===== config.mk =====
export PLATFORM = sky130hd
export DESIGN_NAME = sia_adapter
export DESIGN_NICKNAME = d
export VERILOG_FILES = /design/src/common/sia_pkg.sv /design/src/hdl/sia_adapter.sv
export SDC_FILE = /design/constraint.sdc
export NUM_CORES = 1
export LEC_CHECK = 0
export BUFFER_PORTS_ARGS = -buffer_cell sky130_fd_sc_hd__clkbuf_2
export CORE_MARGIN = 3
export CORE_UTILIZATION = 55
export DETAILED_ROUTE_END_ITERATION = 16
export GPL_TIMING_DRIVEN = 0
export PLACE_DENSITY_LB_ADDON = 0.3
export SLEW_MARGIN = 20
export SYNTH_ARGS = -nofsm -noshare
export SYNTH_HDL_FRONTEND = slang
export SYNTH_SLANG_ARGS = --single-unit

===== constraint.sdc =====
create_clock -name ref_clk -period 10.8 [get_ports ref_clk]
set_input_delay 1.08 -clock ref_clk [delete_from_list [all_inputs] [get_ports ref_clk]]
set_output_delay 1.08 -clock ref_clk [all_outputs]
set_load 0.1 [all_outputs]

===== src/common/sia_pkg.sv =====
// Purpose: shared types and constants for the streaming adapter chain
// Assumes: one clock, 128-bit source stream, 32-bit sink lanes
// Notes: beat carriers are packed structs
package sia_pkg;
   localparam int IN_DATA_W    = 128;
   localparam int OUT_DATA_W   = 32;
   localparam int LANES        = IN_DATA_W / OUT_DATA_W;
   localparam int LANE_IDX_W   = 2;
   localparam int IN_CH_W      = 4;
   localparam int OUT_CH_W     = 6;
   localparam int IN_ERR_W     = 3;
   localparam int OUT_ERR_W    = 3;
   localparam int FIFO_DEPTH   = 4;
   // source error bit i maps to sink bit ERR_MAP[i]; -1 means unsupported
   localparam int ERR_MAP [IN_ERR_W] = '{0, 1, -1};
   // sink channel numbers at or above this are unreachable
   localparam logic [IN_CH_W-1:0] SINK_CH_LIMIT = 4'ha;
   localparam logic [LANE_IDX_W-1:0] LANE_LAST  = 2'h3;
   localparam logic [LANE_IDX_W-1:0] LANE_FIRST = 2'h0;

   typedef struct packed {
      logic [IN_DATA_W-1:0] data;
      logic [IN_CH_W-1:0]   channel;
      logic [IN_ERR_W-1:0]  error;
      logic                 sop;
      logic                 eop;
   } sia_in_beat_t;

   typedef struct packed {
      logic [OUT_DATA_W-1:0] data;
      logic [OUT_CH_W-1:0]   channel;
      logic [OUT_ERR_W-1:0]  error;
      logic                  sop;
      logic                  eop;
   } sia_out_beat_t;

   localparam int IN_BEAT_W = $bits(sia_in_beat_t);
endpackage : sia_pkg


===== src/hdl/sia_adapter.sv =====
// Purpose: channel, error, FIFO timing and data format adaptation
// Assumes: source side may lack ready; sink side honours back pressure
// Notes: all outputs registered; sink inputs used combinationally
`timescale 1ns/100ps
`default_nettype none

module sia_fifo
   import sia_pkg::*;
#(
   parameter int WIDTH = 8,
   parameter int DEPTH = 4
) (
   // clock and reset
   input  wire logic             ref_clk,
   input  wire logic             reset_n,
   input  wire logic             clk_en,
   // fill side
   input  wire logic             in_valid,
   output logic                  in_ready,
   input  wire logic [WIDTH-1:0] in_data,
   // drain side
   output logic                  out_valid,
   input  wire logic             out_ready,
   output logic      [WIDTH-1:0] out_data
);
   localparam int AW = $clog2(DEPTH);
   logic [WIDTH-1:0] mem_ff [DEPTH];
   logic [AW-1:0]    wr_ff, nxt_wr, rd_ff, nxt_rd;
   logic [AW:0]      cnt_ff, nxt_cnt;
   logic             push, pop;

   always_comb begin
      push     = in_valid && (cnt_ff != (AW+1)'(DEPTH));
      pop      = (cnt_ff != '0) && out_ready;
      nxt_wr   = push ? wr_ff + AW'(1) : wr_ff;
      nxt_rd   = pop ? rd_ff + AW'(1) : rd_ff;
      nxt_cnt  = cnt_ff + (AW+1)'(push) - (AW+1)'(pop);
      in_ready = (cnt_ff != (AW+1)'(DEPTH));
      out_valid = (cnt_ff != '0);
      out_data = mem_ff[rd_ff];
   end

   always_ff @(posedge ref_clk or negedge reset_n) begin
      if (!reset_n) begin
         wr_ff  <= '0;
         rd_ff  <= '0;
         cnt_ff <= '0;
      end else if (clk_en) begin
         wr_ff  <= nxt_wr;  // in-order write pointer
         rd_ff  <= nxt_rd;
         cnt_ff <= nxt_cnt;
      end
   end

   always_ff @(posedge ref_clk) begin
      if (clk_en && push) begin
         mem_ff[wr_ff] <= in_data;
      end
   end
endmodule : sia_fifo

module sia_adapter
   import sia_pkg::*;
(
   // clock and reset
   input  wire logic                ref_clk,
   input  wire logic                reset_n,
   input  wire logic                clk_en,
   // source side
   input  wire logic                src_valid,
   input  wire sia_in_beat_t        src_beat,
   output logic                     src_ready,
   // sink side
   output logic                     snk_valid,
   output sia_out_beat_t            snk_beat,
   input  wire logic                snk_ready,
   // status
   output logic                     err_unsup_ff,
   output logic                     drop_ff,
   output logic                     overrun_ff
);
   typedef enum logic [0:0] {ST_IDLE, ST_SEND} sia_state_t;

   sia_in_beat_t  adj_beat, f_beat, cur_ff, nxt_cur;
   logic          keep, f_valid, f_ready, fifo_in_ready;
   sia_state_t    st_ff, nxt_st;
   logic [LANE_IDX_W-1:0] lane_ff, nxt_lane;
   sia_out_beat_t out_ff, nxt_out;
   logic          vld_ff, nxt_vld;
   logic          nxt_err, nxt_drop, nxt_overrun;

   // map source error vector onto sink positions
   function automatic logic [OUT_ERR_W-1:0] map_err(
      input logic [IN_ERR_W-1:0] e);
      logic [OUT_ERR_W-1:0] r;
      r = '0;  // unsourced sink bits stay zero
      for (int i = 0; i < IN_ERR_W; i++) begin
         if (ERR_MAP[i] >= 0) begin
            r[ERR_MAP[i]] = e[i];
         end
      end
      return r;
   endfunction : map_err

   function automatic logic unsup_err(input logic [IN_ERR_W-1:0] e);
      logic r;
      r = 1'b0;
      for (int i = 0; i < IN_ERR_W; i++) begin
         if (ERR_MAP[i] < 0) begin
            r = r | e[i];
         end
      end
      return r;
   endfunction : unsup_err

   // channel range filter ahead of the FIFO
   always_comb begin
      adj_beat = src_beat;
      keep     = src_beat.channel < SINK_CH_LIMIT;
   end

   sia_fifo #(
      .WIDTH (IN_BEAT_W),
      .DEPTH (FIFO_DEPTH)
   ) u_fifo (
      .ref_clk   (ref_clk),
      .reset_n   (reset_n),
      .clk_en    (clk_en),
      .in_valid  (src_valid && keep),  // buffered timing path
      .in_ready  (fifo_in_ready),
      .in_data   (adj_beat),
      .out_valid (f_valid),
      .out_ready (f_ready),
      .out_data  (f_beat)
   );

   // width converter: one wide beat becomes LANES narrow beats
   always_comb begin
      nxt_st   = st_ff;
      nxt_lane = lane_ff;
      nxt_cur  = cur_ff;
      nxt_out  = out_ff;
      nxt_vld  = vld_ff;
      f_ready  = 1'b0;
      if (vld_ff && snk_ready) begin
         nxt_vld = 1'b0;  // sink input used directly
      end
      if (!nxt_vld) begin
         unique case (st_ff)
            ST_IDLE: begin
               if (f_valid) begin
                  f_ready  = 1'b1;
                  nxt_cur  = f_beat;
                  nxt_lane = LANE_FIRST;
                  nxt_st   = ST_SEND;
               end
            end
            ST_SEND: begin
               // most significant lane first
               nxt_out.data = cur_ff.data[IN_DATA_W-1-
                  int'(lane_ff)*OUT_DATA_W -: OUT_DATA_W];
               nxt_out.channel = OUT_CH_W'(cur_ff.channel);
               nxt_out.error   = map_err(cur_ff.error);
               nxt_out.sop = cur_ff.sop && (lane_ff == LANE_FIRST);
               nxt_out.eop = cur_ff.eop && (lane_ff == LANE_LAST);
               nxt_vld     = 1'b1;
               nxt_lane    = lane_ff + LANE_IDX_W'(1);
               if (lane_ff == LANE_LAST) begin
                  nxt_st = ST_IDLE;
               end
            end
         endcase
      end
   end

   // sticky status
   always_comb begin
      nxt_err     = err_unsup_ff | (src_valid && unsup_err(src_beat.error));
      nxt_drop    = drop_ff | (src_valid && !keep);
      nxt_overrun = overrun_ff | (src_valid && keep && !fifo_in_ready);
   end

   always_ff @(posedge ref_clk or negedge reset_n) begin
      if (!reset_n) begin
         st_ff        <= ST_IDLE;
         lane_ff      <= '0;
         cur_ff       <= '0;
         out_ff       <= '0;
         vld_ff       <= 1'b0;
         err_unsup_ff <= 1'b0;
         drop_ff      <= 1'b0;
         overrun_ff   <= 1'b0;
         src_ready    <= 1'b0;
      end else if (clk_en) begin  // all transfers on rising edge
         st_ff        <= nxt_st;
         lane_ff      <= nxt_lane;
         cur_ff       <= nxt_cur;
         out_ff       <= nxt_out;   // registered sink outputs
         vld_ff       <= nxt_vld;
         err_unsup_ff <= nxt_err;
         drop_ff      <= nxt_drop;
         overrun_ff   <= nxt_overrun;
         // ready advertised only if a slot is still free after this cycle's push and pop
         src_ready    <= fifo_in_ready && !(f_valid && !f_ready &&
                         (src_valid && keep)) ;
      end
   end

   // single point-to-point link out
   assign snk_valid = vld_ff;
   assign snk_beat  = out_ff;
endmodule : sia_adapter

`default_nettype wire


==> impl_metrics.csv <==
group,metric,value,unit
clocking,htree_levels,3,
drt,routedWlPerCell,26.6,um
global_route,use_met2,0.372,
global_route,use_met1,0.317,
floorplan,dieArea,54100,sq um
timing,min_period,3.43,ns
timing,max_freq,291,MHz
drt,wirelength,59600,um
power_and_ir_drop,power_frac_comb,0.322,
drt,vias,13074,
floorplan,coreArea,50500,sq um
synthesis,synth_top_area_cell,"edfxtp_1",
drt,vias_per_cell,5.83,
power_and_ir_drop,power_density,279,nW/um^2
timing,hold_viol,0,
timing,worst_pin_slew,1.01,ns
synthesis,avgSynthCellArea,23.3,sq um
timing,skew,0.0151,ns
finish,layout.nets,1659,
clocking,clk_root_buffer_cell,"clkbuf_16",
timing,slew_violations,0,
drt,drt_first_iter_violations,1110,
power_and_ir_drop,switching_share,0.314,
drt,postRouteAntennaNets,0,
timing,setup_viol_count_final,0,
global_route,grt_pass1_wl,89700,um
critical_path,crit_fanout,19,
clocking,cts_sinks,735,
drt,drtPass1Iterations,4,
worst_hold_path,hp-class,"in2async",
synthesis,async_flop_share,0.260,
power_and_ir_drop,power.share.clock,0.262,
finish,drive_gt1_frac,0.456,
run_status,status,"completed",
floorplan,die_w,233,um
synthesis,synthCells,1211,
synthesis,ys_seq_elements,735,
finish,syn_to_final_growth,17.6,%
clocking,cts_hold_buf,0,
critical_path,cp-startpoint,"src_beat[7]",
power_and_ir_drop,peakVddDrop,165,uV
global_route,grt_util_met3,0.0451,
global_route,antenna_found_initial,11,
global_route,gr-total-overflow,0,
power_and_ir_drop,power_switching,0.00290,W
placement,port_buffers,186,
floorplan,initial_core_util,0.559,
placement,place_congestion,0.732,
synthesis,ys_types,35,
clocking,post-cts-setup-buffer-count,0,
synthesis,synth_warnings,0,
critical_path,end_kind,"register",
power_and_ir_drop,leakage,12.0,nW
finish,fillers,3264,
critical_path,r2r_start,"u_fifo.cnt_ff[2]$_DFFE_PN0P_",
critical_path,critical_path_class,"in2reg",
synthesis,yosysSeqAreaShare,0.748,
floorplan,io_pins,190,
drt,drc,0,
clocking,ctsResizeCount,0,
clocking,clock_latency,0.59,ns
clocking,numCtsBuffers,73,
critical_path,cp_cell_sequence,"clkbuf_2 -> o21ai_0 -> nand4_1 -> nor2_4 -> buf_16 -> buf_12 -> buf_16 -> buf_16",
synthesis,synth_ff_type,"edfxtp_1",
critical_path,crit_arrival,3.73,ns
synthesis,synth_edf_count,544,
floorplan,die_y,233,um
clocking,clockBufferDepth,3,
placement,hpwl,39800,um
critical_path,cpPeakStageDelay,0.63,ns
global_route,top_usage_layer,"met2",
critical_path,cp-start-kind,"primary input",
global_route,track_usage,0.229,
synthesis,yosys-top-cells-area,"edfxtp_1 (58%), dfrtp_1 (17%), mux4_2 (13%)",
synthesis,yosysTopAreaCellShare,0.579,
finish,final_core_util,0.658,
timing,finalCritPeriodShare,0.318,
job,drv_cap,0,
timing,hold_slack,0.410,ns
global_route,grt_max_degree,83,
power_and_ir_drop,pwr-share-seq,0.417,
global_route,grt_pass1_vias,13976,
power_and_ir_drop,p_int,0.00636,W
floorplan,rows,82,
critical_path,required,11.10,ns
clocking,cts.clk_slew.worst_paths,0.06,ns
power_and_ir_drop,power,0.00926,W
synthesis,syn-cell-area,28200,sq um
critical_path,critPathMostFrequentCell,"buf_16",
timing,rsz0062_at_grt,"false",
timing,slew_headroom,0.329,
clocking,tritoncts,"done",
critical_path,crit_slowest_cell,"nor2_4",
-- critical path, delay by kind of cell --
family | cells | cell delay (ns)
AO/OA/AOI/OAI | 1 | 0.47
buffers and inverters | 5 | 0.93
AND/OR/NAND/NOR | 2 | 1.22
-- layout by cell type, fill, tap and decap left out, drive strengths merged, types with 8 or more instances in the layout --
cell | synthesis | final
buf | 43 | 77
clkbuf | 19 | 306
clkinv | 0 | 21
dfrtp | 191 | 191
edfxtp | 544 | 544
ha | 8 | 8
inv | 12 | 12
mux2 | 176 | 176
mux4 | 168 | 168
nand2 | 8 | 8
-- flip-flops by register name, summed over array words and instances, names as in the netlist --
signal,count
snk_beat,40
overrun_ff,1
u_fifo.mem_ff,544
src_ready,1
err_unsup_ff,1
snk_valid,1
lane_ff,2
u_fifo.rd_ff,2
u_fifo.wr_ff,2
u_fifo.cnt_ff,3
drop_ff,1
st_ff,1
cur_ff,136
-- worst paths after layout --
check / depth (start not counted) / slack [ns] / to
min: 1 / 0.41 / snk_beat[28]$_DFFE_PN0P_
min reg2reg: 1 / 0.46 / overrun_ff$_DFFE_PN0P_
max in group asynchronous: 2 / 9.62 / snk_beat[15]$_DFFE_PN0P_
max: 8 / 7.37 / u_fifo.mem_ff[2][40]$_DFFE_PP_
max reg2reg: 7 / 7.91 / u_fifo.mem_ff[2][40]$_DFFE_PP_
min in group ref_clk: 1 / 0.46 / overrun_ff$_DFFE_PN0P_
-- synth_stat cells, drive strengths merged, types with 2 or more instances --
| master | number |
|---|---|
| edfxtp | 544 |
| dfrtp | 191 |
| mux2 | 176 |
| mux4 | 168 |
| buf | 43 |
| clkbuf | 19 |
| inv | 12 |
| ha | 8 |
| nand2 | 8 |
| nor2 | 6 |
| o21ai | 5 |
| xnor2 | 4 |
| nor2b | 3 |
| a21o | 2 |
| a22o | 2 |
| a31o | 2 |
| and3 | 2 |
| nand4 | 2 |
| o31ai | 2 |
-- cell type report --
type	count	area (sq um)	share of cell area
Clock inverter	28	253	0.00761
Multi-Input combinational cell	404	6680	0.201
Buffer	62	432	0.0130
Clock buffer	101	2020	0.0609
Timing Repair Buffer	220	1810	0.0544
Sequential cell	735	21100	0.636
Tap cell	672	841	0.0253
Antenna cell	7	17.5	0.000527
Inverter	12	45.0	0.00136
-- logic make-up (layout without fill, tap and decap cells) --
group,Yosys count,after routing,share of synthesized area
DFF,735,735,0.748
muxes,344,344,0.220
AOI/OAI and AO/OA,16,16,0.00403
xor gates and xnor gates,5,5,0.00155
buffers and inverters,74,423,0.0169
adders and majority gates,9,9,0.00425
other,1,10,0.000133
and+or+nand+nor,27,27,0.00523
-- power groups by stage --
stage	logic [W]	registers (W)	clock network (W)
after global placement	0.00286	0.00395	0
after CTS	0.00303	0.00386	0.00247
after global routing	0.00315	0.00390	0.00258
after floorplan	0.00175	0.00437	0
final	0.00298	0.00386	0.00243
after detailed placement	0.00301	0.00390	0
-- stage by stage --
step | std cells | area (sq um) | TNS (ns) | setup slack, ns
4_1_cts | 2234 | 33200 | 0 | 7.38
2_1_floorplan | 1213 | 28200 | 0 | 2.75
3_5_place_dp | 2105 | 30900 | 0 | 6.76
3_3_place_gp | 2071 | 30000 | -1329.79 | -2.48
6_report | 2241 | 33200 | 0 | 7.37
5_1_grt | 2238 | 33200 | 0 | 7.20
-- per-layer routing --
| metal | part of all wire | vias to the layer above |
|---|---|---|
| met1 | 0.41 | 7003 |
| met5 | 0.0015 | - |
| met4 | 0.027 | 12 |
| li1 | - | 5561 |
| met2 | 0.50 | 400 |
| met3 | 0.060 | 98 |
Power figures use the tool's default switching activity.
